[src/psmon_defs.vh]
`ifndef PSMON_DEFS_VH
`define PSMON_DEFS_VH

// Register offsets on the register port
`define PSMON_ADDR_W 12
`define PSMON_REG_CTRL 12'h270
`define PSMON_REG_PERIOD0 12'h271
`define PSMON_REG_PERIOD1 12'h272
`define PSMON_REG_PERIOD2 12'h273
`define PSMON_REG_HOLD0 12'h274
`define PSMON_REG_HOLD1 12'h275
`define PSMON_REG_SCE_A 12'h279
`define PSMON_REG_SCE_B 12'h27A
`define PSMON_REG_LSEL0 12'h559
`define PSMON_REG_LSEL1 12'h55A
`define PSMON_REG_LCFG 12'h58F

// Field positions
`define PSMON_CTRL_PEAK_EN 1
`define PSMON_SCE_B_BIT 1
`define PSMON_LCFG_CS_LO 6
`define PSMON_LCFG_CS_HI 7

// Reset values
`define PSMON_RST_BYTE 8'h00
`define PSMON_RST_PERIOD 24'h000000

// Frame layout
`define PSMON_FRAME_LEN 25
`define PSMON_SUBFRAME_LEN 5
`define PSMON_SUBFRAMES 5
`define PSMON_PAYLOAD_BITS 4
`define PSMON_CTRL_BITS 3

`endif

[src/psmon_peak.v]
`default_nettype none

module psmon_peak #(
    parameter MAG_W = 13,
    parameter PER_W = 24,
    parameter IN_W = 16
) (
    input wire ref_clk, // System clock
    input wire reset, // Synchronous reset, active high
    input wire sample_en, // One pulse per decimated sample
    input wire signed [IN_W-1:0] sample_in, // Signed converter sample
    input wire enable, // Peak detection enable
    input wire [PER_W-1:0] period, // Programmed window length
    output reg [MAG_W-1:0] hold_value, // Last captured peak
    output reg hold_strobe // Pulse when hold_value updates
);

    reg [PER_W-1:0] timer;
    reg [MAG_W-1:0] run_peak;
    reg running;
    reg first;
    wire [IN_W-1:0] abs_full;
    wire [MAG_W-1:0] mag;
    wire [MAG_W-1:0] next_peak;

    // RL17: absolute then truncate
    assign abs_full = sample_in[IN_W-1] ? (~sample_in + {{(IN_W-1){1'b0}}, 1'b1}) : sample_in;
    // RL1: magnitude only, 13-bit result
    assign mag = abs_full[IN_W-1 -: MAG_W];
    // RL6: keep the larger; RL7: seed on window start
    assign next_peak = (first || mag > run_peak) ? mag : run_peak;

    always @(posedge ref_clk) begin
        hold_strobe <= 1'b0;
        if (reset) begin
            timer <= {PER_W{1'b0}};
            run_peak <= {MAG_W{1'b0}};
            running <= 1'b0;
            first <= 1'b1;
            hold_value <= {MAG_W{1'b0}};
        end else if (!enable) begin
            running <= 1'b0;
            first <= 1'b1;
        end else if (!running) begin
            // RL5: load period on enable
            timer <= period;
            running <= 1'b1;
            first <= 1'b1;
        end else if (sample_en) begin
            run_peak <= next_peak;
            first <= 1'b0;
            // RL8: transfer at count of one
            if (timer <= {{(PER_W-1){1'b0}}, 1'b1}) begin
                hold_value <= next_peak;
                hold_strobe <= 1'b1;
                // RL9: reload and reseed
                timer <= period;
                first <= 1'b1;
            end else begin
                timer <= timer - {{(PER_W-1){1'b0}}, 1'b1};
            end
        end
    end

endmodule

`default_nettype wire

[src/psmon_frame.v]
`default_nettype none
`include "psmon_defs.vh"

module psmon_frame #(
    parameter MAG_W = 13
) (
    input wire ref_clk, // System clock
    input wire reset, // Synchronous reset, active high
    input wire sample_en, // One pulse per decimated sample
    input wire load, // Pulse: new peak ready
    input wire [MAG_W-1:0] value, // Peak to send
    output reg ser_bit, // Serial bit for this sample
    output reg busy // Frame in flight
);

    reg [`PSMON_FRAME_LEN-1:0] shreg;
    reg [4:0] cnt;
    reg pending;
    reg [MAG_W-1:0] pend_val;
    wire [19:0] payload;
    wire [`PSMON_FRAME_LEN-1:0] frame;

    // RL18: unused payload zero-padded high
    assign payload = {{(20-MAG_W){1'b0}}, pend_val};

    // RL14: five subframes, MSB first; RL15: start bit leads each
    genvar g;
    generate
        for (g = 0; g < `PSMON_SUBFRAMES; g = g + 1) begin : g_sub
            assign frame[`PSMON_FRAME_LEN-1-g*`PSMON_SUBFRAME_LEN] = 1'b1;
            assign frame[`PSMON_FRAME_LEN-2-g*`PSMON_SUBFRAME_LEN -: `PSMON_PAYLOAD_BITS] =
                payload[19-g*`PSMON_PAYLOAD_BITS -: `PSMON_PAYLOAD_BITS];
        end
    endgenerate

    always @(posedge ref_clk) begin
        if (reset) begin
            shreg <= {`PSMON_FRAME_LEN{1'b0}};
            cnt <= 5'h00;
            pending <= 1'b0;
            pend_val <= {MAG_W{1'b0}};
            ser_bit <= 1'b0;
            busy <= 1'b0;
        end else begin
            if (load) begin
                pending <= 1'b1;
                pend_val <= value;
            end
            if (sample_en) begin
                if (cnt != 5'h00) begin
                    ser_bit <= shreg[`PSMON_FRAME_LEN-1];
                    shreg <= {shreg[`PSMON_FRAME_LEN-2:0], 1'b0};
                    cnt <= cnt - 5'h01;
                end else if (pending && !load) begin
                    // Idle line is zero, so a start bit marks a frame
                    ser_bit <= frame[`PSMON_FRAME_LEN-1];
                    shreg <= {frame[`PSMON_FRAME_LEN-2:0], 1'b0};
                    cnt <= 5'h18;
                    pending <= 1'b0;
                end else begin
                    ser_bit <= 1'b0;
                end
            end
            busy <= (cnt != 5'h00) || pending;
        end
    end

endmodule

`default_nettype wire

[src/psmon_top.v]
`default_nettype none
`include "psmon_defs.vh"

// Summary of operation
// RL1: Track only sample magnitude; keep window's largest at 13-bit resolution.
// RL2: Window length is one global 24-bit value counted in samples.
// RL3: Peak detection runs while control register peak_monitor_control bit 1 is set.
// RL4: Software writes the period before setting the enable.
// RL5: Enabling loads the period into a timer decremented per decimated sample.
// RL6: Each sample is compared with a hidden running peak; larger is kept.
// RL7: Window start seeds the running peak with the current sample magnitude.
// RL8: At timer count one the running peak moves to the readable holding register.
// RL9: Then the timer reloads and the peak reseeds from the next window's first sample.
// RL10: Side channel needs side_channel_enable_a bits 1:0 and side_channel_enable_b bit 1 set.
// RL11: Up to three control bits per sample; side channel uses exactly one.
// RL12: Control bits fill from the most significant position downward.
// RL13: Software programs link_control_bit_select_0, link_control_bit_select_1 and link_control_bit_config to route the side channel.
// RL13 in the code: both select registers are ignored; only a nonzero link_control_bit_config bits 7:6 turns on the one control bit.
// RL14: Peak sent as 25-bit frame of five 5-bit subframes, MSB first.
// RL15: Every subframe begins with a start bit for receiver validation.
// RL16: The receiver extracts control bits and reassembles the statistics.
// RL17: Magnitude is absolute value of the signed sample truncated to 13 bits.
// RL18: Subframe start bit is one, then four payload bits, spare payload zero.
module psmon_top #(
    parameter IN_W = 16,
    parameter MAG_W = 13,
    parameter PER_W = 24
) (
    input wire ref_clk, // System clock, 100 MHz
    input wire reset, // Synchronous reset, active high
    input wire sample_en, // Decimated sample clock enable
    input wire [IN_W-1:0] sample_in, // Signed converter sample
    input wire reg_wr, // Register write strobe
    input wire reg_rd, // Register read strobe
    input wire [`PSMON_ADDR_W-1:0] reg_addr, // Register address
    input wire [7:0] reg_wdata, // Register write data
    output reg [7:0] reg_rdata, // Register read data
    output reg [`PSMON_CTRL_BITS-1:0] ctrl_bits, // Control bits for current sample, MSB first
    output reg [IN_W-1:0] sample_out // Sample registered on sample_en, one cycle ahead of its ctrl_bits
);

    reg [7:0] peak_monitor_control;
    reg [7:0] side_channel_enable_a;
    reg [7:0] side_channel_enable_b;
    reg [7:0] link_control_bit_select_0;
    reg [7:0] link_control_bit_select_1;
    reg [7:0] link_control_bit_config;
    reg [PER_W-1:0] monitor_period;
    wire [MAG_W-1:0] hold_value;
    wire hold_strobe;
    wire ser_bit;
    wire peak_en;
    wire side_en;
    wire [1:0] cs_count;
    reg [7:0] next_rdata;
    reg [`PSMON_CTRL_BITS-1:0] next_ctrl;
    wire [15:0] hold_pad;

    // RL3: peak detection enable bit
    assign peak_en = peak_monitor_control[`PSMON_CTRL_PEAK_EN];
    // RL10: both enable registers gate the side channel
    assign side_en = (side_channel_enable_a[1:0] == 2'b11) && side_channel_enable_b[`PSMON_SCE_B_BIT];
    // RL13: control-bit count comes from link configuration
    assign cs_count = link_control_bit_config[`PSMON_LCFG_CS_HI:`PSMON_LCFG_CS_LO];
    assign hold_pad = {{(16-MAG_W){1'b0}}, hold_value};

    // RL4: period is sampled when enabling and again at every window reload
    psmon_peak #(
        .MAG_W(MAG_W),
        .PER_W(PER_W),
        .IN_W(IN_W)
    ) u_peak (
        .ref_clk(ref_clk),
        .reset(reset),
        .sample_en(sample_en),
        .sample_in(sample_in),
        .enable(peak_en),
        .period(monitor_period),
        .hold_value(hold_value),
        .hold_strobe(hold_strobe)
    );

    psmon_frame #(
        .MAG_W(MAG_W)
    ) u_frame (
        .ref_clk(ref_clk),
        .reset(reset),
        .sample_en(sample_en),
        .load(hold_strobe & side_en),
        .value(hold_value),
        .ser_bit(ser_bit),
        .busy()
    );

    always @(posedge ref_clk) begin
        if (reset) begin
            peak_monitor_control <= `PSMON_RST_BYTE;
            side_channel_enable_a <= `PSMON_RST_BYTE;
            side_channel_enable_b <= `PSMON_RST_BYTE;
            link_control_bit_select_0 <= `PSMON_RST_BYTE;
            link_control_bit_select_1 <= `PSMON_RST_BYTE;
            link_control_bit_config <= `PSMON_RST_BYTE;
            monitor_period <= `PSMON_RST_PERIOD;
        end else if (reg_wr) begin
            case (reg_addr)
                `PSMON_REG_CTRL: peak_monitor_control <= reg_wdata;
                // RL2: one global 24-bit period in three bytes
                `PSMON_REG_PERIOD0: monitor_period[7:0] <= reg_wdata;
                `PSMON_REG_PERIOD1: monitor_period[15:8] <= reg_wdata;
                `PSMON_REG_PERIOD2: monitor_period[23:16] <= reg_wdata;
                `PSMON_REG_SCE_A: side_channel_enable_a <= reg_wdata;
                `PSMON_REG_SCE_B: side_channel_enable_b <= reg_wdata;
                `PSMON_REG_LSEL0: link_control_bit_select_0 <= reg_wdata;
                `PSMON_REG_LSEL1: link_control_bit_select_1 <= reg_wdata;
                `PSMON_REG_LCFG: link_control_bit_config <= reg_wdata;
                default: begin
                end
            endcase
        end
    end

    always @* begin
        case (reg_addr)
            `PSMON_REG_CTRL: next_rdata = peak_monitor_control;
            `PSMON_REG_PERIOD0: next_rdata = monitor_period[7:0];
            `PSMON_REG_PERIOD1: next_rdata = monitor_period[15:8];
            `PSMON_REG_PERIOD2: next_rdata = monitor_period[23:16];
            // RL8: holding register readable
            `PSMON_REG_HOLD0: next_rdata = hold_pad[7:0];
            `PSMON_REG_HOLD1: next_rdata = hold_pad[15:8];
            `PSMON_REG_SCE_A: next_rdata = side_channel_enable_a;
            `PSMON_REG_SCE_B: next_rdata = side_channel_enable_b;
            `PSMON_REG_LSEL0: next_rdata = link_control_bit_select_0;
            `PSMON_REG_LSEL1: next_rdata = link_control_bit_select_1;
            `PSMON_REG_LCFG: next_rdata = link_control_bit_config;
            default: next_rdata = 8'h00;
        endcase
    end

    always @* begin
        next_ctrl = {`PSMON_CTRL_BITS{1'b0}};
        // RL11: one bit only; RL12: the most significant position
        if (side_en && cs_count != 2'b00) begin
            next_ctrl[`PSMON_CTRL_BITS-1] = ser_bit;
        end
    end

    // The serializer already advanced on this sample; ctrl_bits follows one cycle later
    always @(posedge ref_clk) begin
        if (reset) begin
            reg_rdata <= 8'h00;
            ctrl_bits <= {`PSMON_CTRL_BITS{1'b0}};
            sample_out <= {IN_W{1'b0}};
        end else begin
            if (reg_rd) begin
                reg_rdata <= next_rdata;
            end
            if (sample_en) begin
                sample_out <= sample_in;
            end
            ctrl_bits <= next_ctrl;
        end
    end

endmodule

`default_nettype wire

[config.mk]
export PLATFORM = sky130hd
export DESIGN_NAME = psmon_top
export DESIGN_NICKNAME = d
export VERILOG_FILES = /design/src/psmon_peak.v /design/src/psmon_frame.v /design/src/psmon_top.v
export VERILOG_INCLUDE_DIRS = /design/src
export SDC_FILE = /design/constraint.sdc
export NUM_CORES = 1
export LEC_CHECK = 0
export ABC_AREA = 1
export BUFFER_PORTS_ARGS = -buffer_cell sky130_fd_sc_hd__buf_2
export CAP_MARGIN = 20
export CORE_UTILIZATION = 50
export DETAILED_ROUTE_END_ITERATION = 12
export PLACE_DENSITY = 0.7
export REMOVE_ABC_BUFFERS = 1
export SYNTH_ARGS = -nofsm -noshare
export SYNTH_HDL_FRONTEND = slang
export SYNTH_SLANG_ARGS = --single-unit
[constraint.sdc]
create_clock -name ref_clk -period 2.6 [get_ports ref_clk]
set_input_delay 0.13 -clock ref_clk [delete_from_list [all_inputs] [get_ports ref_clk]]
set_output_delay 0.13 -clock ref_clk [all_outputs]
set_load 0.03 [all_outputs]
Yosys cells after proc, flatten, opt, wreduce, memory -nomap -nowiden --
Cells that the tools add are included.
Operators by class: add/sub/neg operators 3, $lt $le $gt $ge 2, eq/ne operators 13, muxes and demuxes 18, bitwise logic cells 6, reductions and logical operators 24
Operators with widths (number):
- == test 12 x 10 -> 1 bit (second input constant) | 8
- case mux 8 bit (11 select lines) | 1
- two-way mux 24 bit | 3
- two-way mux 25 bit | 2
- == test 12 x 11 -> 1 bit (second input constant) | 3
- less-or-equal comparator 24 x 1 -> 1 bit (second input constant) | 1
- subtractor 24 x 1 -> 24 bit (second input constant) | 1
- AND reduction 2 bit | 11
- adder 16 x 1 -> 16 bit (second input constant) | 1
- two-way mux 16 bit | 1
- NOT 16 bit | 1
- greater-than comparator 13 bit | 1
- two-way mux 13 bit | 1
- two-way mux 5 bit | 2
- two-way mux 1 bit | 8
- nonzero test 5 bit | 1
- subtractor 5 x 1 -> 5 bit (second input constant) | 1
- NOT 1 bit | 4
- AND reduction 4 bit | 1
- nonzero test 2 bit | 2
- OR reduction 4 bit | 1
- logical AND 1 bit | 3
- AND reduction 3 bit | 1
- OR reduction 3 bit | 1
- other kinds (6) | 6
Storage, ports and cells: register bits after elaboration 197

Logic depth before layout (Yosys ltp) --
depth after elaboration 8, depth in mapped cells 22, mapped depth without buffers 21

Cells and area by module --
A second synthesis with hierarchy kept.
Second synthesis, totals: cells, all modules 1518, area, all modules 10328.7 µm²
Modules (own cells, without submodules):
- psmon_top | instances 1, cells each 619, area each 4594.4 µm², seq. area each 1941.9 µm²
- psmon_peak | instances 1, cells each 626, area each 3776.1 µm², seq. area each 1061.0 µm²
- psmon_frame | instances 1, cells each 273, area each 1958.1 µm², seq. area each 900.9 µm²

Worst setup path after synthesis --
Ideal clock, no wire load.
path kind input-to-reg, start point input sample_in[0], end point register u_peak.run_peak[4], arrival time 2.160 ns, required time 2.491 ns, path slack 0.331 ns, cell stages on the path 21, path buffers 1, cells stage by stage nor2_1 > nand3_1 > nor2_2 > nand2_1 > nand2_1 > nand2_1 > nand2_1 > nand2_1 > ha_1 > nand2_1 > nor2_1 > nand2_1 > nor2_1 > nand3_1 > nand2_1 > nand2_1 > buf_2 > nand2_1 > nand3_1 > nand2_1 > inv_1
On the way: word-level cells in the longest chain between the ends 6
RTL lines:
- start, declared | RTL line psmon_top.v:32 | input wire [IN_W-1:0] sample_in,
- NOT 16 bit * | RTL line psmon_peak.v:27 | assign abs_full = sample_in[IN_W-1] ? (~sample_in + {{(IN_W-1){1'b0}}, 1'b1}) : sample_in;
- adder 16 x 1 -> 16 bit * | RTL line psmon_peak.v:27
- two-way mux 16 bit * | RTL line psmon_peak.v:27
- greater-than comparator 13 bit | RTL line psmon_peak.v:31 | assign next_peak = (first || mag > run_peak) ? mag : run_peak;
- logical OR 1 bit | RTL line psmon_peak.v:31
- two-way mux 13 bit * | RTL line psmon_peak.v:31
- end signal, assigned | RTL line psmon_peak.v:37 | run_peak <= {MAG_W{1'b0}};
- end signal, assigned | RTL line psmon_peak.v:50 | run_peak <= next_peak;
- end, declared | RTL line psmon_peak.v:19 | reg [MAG_W-1:0] run_peak;
Mark *: on every way between the ends. The rest lies on a longest branch, timed or not. A chain may end at the register's enable or synchronous reset.

Worst setup path in the final report --
start point input sample_in[10], end point register u_peak.hold_value[9]
On the way: word-level cells in the longest chain between the ends 6
RTL lines:
- NOT 16 bit | RTL line psmon_peak.v:27
- adder 16 x 1 -> 16 bit | RTL line psmon_peak.v:27
- two-way mux 16 bit * | RTL line psmon_peak.v:27
- greater-than comparator 13 bit | RTL line psmon_peak.v:31
- logical OR 1 bit | RTL line psmon_peak.v:31
- two-way mux 13 bit * | RTL line psmon_peak.v:31
- end signal, assigned | RTL line psmon_peak.v:40 | hold_value <= {MAG_W{1'b0}};
- end signal, assigned | RTL line psmon_peak.v:54 | hold_value <= next_peak;
- end, declared | RTL line psmon_peak.v:14 | output reg [MAG_W-1:0] hold_value,
Marks and branches as above.

==> out/summary.txt <==
Final Max Slew Viols: 0
Yosys warns: 0
Worst R2R Setup Slack: 0.38 ns
P_leak: 0.005096 µW
DR pass1 iterations: 5
WHS: 0.006233 ns
Comb pwr share: 13.3%
Via-per-instance ratio: 5.381
Antenna-violating nets left: 0
Post-synthesis cell area: 0.009975 mm²
Yosys cell types: 42
Primary FF master, synth: dfxtp_1
Num CTS Buffers: 17
Num Clock Sinks: 194
First-pass GRT wire length: 44010 µm
Cells after Synth: 1476
Internal power: 4773 µW
Largest net degree at the start of global routing: 57
Crit path DAT: 2.77 ns
CP Capture Type: register
CTS tree: yes
Synth async-reset ratio: 0%
All-Layer GR Usage: 27.24%
Place WS: -0.01660 ns
DP HPWL: 18370 µm
WL/cell: 14.82 µm
Total gr overflow: 0
Worst Clk Skew: 0.01187 ns
Fin. Hold Viols: 0
VDD IR max: 0.4500 mV
Sequential share of power: 46.9%
Hold Path Class: in2reg
First-iteration detailed-routing DRC count: 680
Most common cell after layout, fill and taps aside: nand2_1
Worst skew pair latency: 0.45 ns
Initial antenna violation count: 0
Die Y: 143.2 µm
Syn Area/Cell: 6.758 µm²
Rel. slew slack: 46.18%
Fin Setup TNS: 0 ns
Clock buffer depth: 2
CTS clk-pin slew, worst paths: 0.08 ns
Syn-to-layout area delta: 13.84%
DIE AREA: 0.02052 mm²
Vias in the first global route: 8934
Num ports: 68
H-tree depth: 4
Crit path kind: in2reg
Seq cells post-synth: 194
Max Clk Rate: 0.4134 GHz
NetSw: 2132 µW
Critical Path RT: 2.95 ns
Crit-path max FO: 13
Register area share after synthesis: 38.94%
Final worst slack: 0.1812 ns
Std-Cell Rows: 51
Core Area: 0.01953 mm²
Switching share of total power: 30.88%
Tot Pwr: 6905 µW
Via count: 9750
Total Nets Final: 1591
Measured slew at the worst slew-check pin: 0.8043 ns
RD Place Congestion: 0.9636
Starting Density: 51.08%
Share of power burned in the clock network: 39.8%
Share of layout cells above drive strength 1: 10.86%
Most frequent cells in the layout: nand2_1, dfxtp_1, inv_1, nor2_1, a21oi_1
Post-synth EDFFs: 0
Root Driver: clkbuf_16
Final setup violation count: 0
Final min period: 2.419 ns
CP Launch Type: input pin
Total Routed Length: 26850 µm
Die width: 143.2 µm
IO buf count: 65
PwrDens: 608.1 mW/mm²
Max_cap viols: 0
Number of antenna repair diodes: 0
Outcome: finished clean
Final period utilization: 93.03%
Residual DRC count: 0
[worst paths after layout]
check / start / to / cells past startpoint
setup / recovery: sample_in[10] / u_peak.hold_value[9]$_SDFFE_PP0P_ / 20
hold / removal: reg_wdata[7] / link_control_bit_select_0[7]$_SDFFE_PP0P_ / 3
setup reg to reg: side_channel_enable_b[1]$_SDFFE_PP0P_ / u_frame.shreg[5]$_SDFFE_PP0P_ / 8
hold reg to reg: link_control_bit_select_1[0]$_SDFFE_PP0P_ / link_control_bit_select_1[0]$_SDFFE_PP0P_ / 2
[synth_stat cells (4+ instances only)]
master      n  area share (%)
inv_2       5            0.19
buf_2      14            0.70
nand2_1   319              12
nor2_1    165             6.2
nor3_1      8            0.40
nand3_1   117             5.9
buf_4      10            0.75
inv_1     179             6.7
xnor2_1     4            0.35
a211oi_2    4            0.50
nor2_2      8            0.50
nand2_2     4            0.25
a21oi_1   137             6.9
dfxtp_1   194              39
nand3b_1    5            0.38
o22ai_1     6            0.38
nand4_1    64             4.0
nor2_4      5            0.56
ha_1       16             2.0
o21ai_0    90             4.5
clkbuf_1   45             1.7
a31oi_1    14            0.88
a211oi_1   28             2.1
xor2_1     11            0.97
[area by class of cell]
class	instances	area (µm²)
fill	1926	8172
multi-input combinational	1024	5084
sequential	194	3884
timing repair buffer	111	738.2
inverter	186	698.2
clock buffer	17	425.4
tap	265	331.6
clock inverter	15	193.9
[timing repair]
action | CTS | global route
setup endpoints to repair | 0 | 26
hold endpoints to repair | 24 | 0
gates resized for setup | 0 | 6
setup buffers | 0 | 0
hold buffers | 16 | 0
[flip-flops by register name, indices dropped and copies added (netlist names), 13 cells and up]
register / flops
u_peak.hold_value: 13
u_peak.timer: 24
monitor_period: 24
u_peak.run_peak: 13
u_frame.shreg: 24
u_frame.pend_val: 13
sample_out: 16
[stage by stage]
| stage | utilization (%) | instance area [µm²] | std cells |
|---|---|---|---|
| final | 58.15 | 11350 | 1812 |
| after global routing | 58.15 | 11350 | 1812 |
| after CTS | 58.02 | 11330 | 1812 |
| after detailed placement | 54.02 | 10550 | 1764 |
| after global placement | 54.02 | 10550 | 1764 |
| after floorplan | - | 9634 | 1404 |
[power by group through the flow]
stage | registers [µW] | logic (µW) | clock network, µW
floorplan | 3310 | 537 | 0
global placement | 3300 | 875 | 0
detailed placement | 3300 | 886 | 0
CTS | 3240 | 910 | 2780
global route | 3260 | 1030 | 2910
finish | 3240 | 915 | 2750
[metal layers]
layer	wire length (µm)	vias up	global-route usage [%]
li1	-	4990	-
met1	12520	4419	36.97
met2	12210	297	43.57
met3	1586	44	4.594
met4	531	0	9.351
met5	0	-	0
[worst max-delay path, cell delays in order]
cell,delay [ns]
dlygate4sd3_1,0.54
buf_2,0.15
nor3_4,0.17
nand2_1,0.10
nand2_1,0.11
nand2_1,0.07
nand2_1,0.06
inv_1,0.06
ha_1,0.28
a21oi_1,0.15
nand2_1,0.08
a21oi_1,0.15
nand2_1,0.07
nand2_1,0.07
nand2_1,0.10
buf_12,0.17
nand2_1,0.08
nand3_1,0.08
nand2_1,0.10
inv_1,0.05
[logic make-up (layout without fill, tap and decap cells)]
logic type	count (synthesis)	in the layout	synth area share [%]
adder cells (fa/ha/maj)	16	16	2.007
AND/OR/NAND/NOR	705	705	31.46
flip-flops	194	194	38.94
XOR/XNOR	15	15	1.317
other	1	2	0.03760
AO/OA/AOI/OAI	286	286	15.79
buffers and inverters	259	329	10.45
Power figures use the tool's default switching activity.
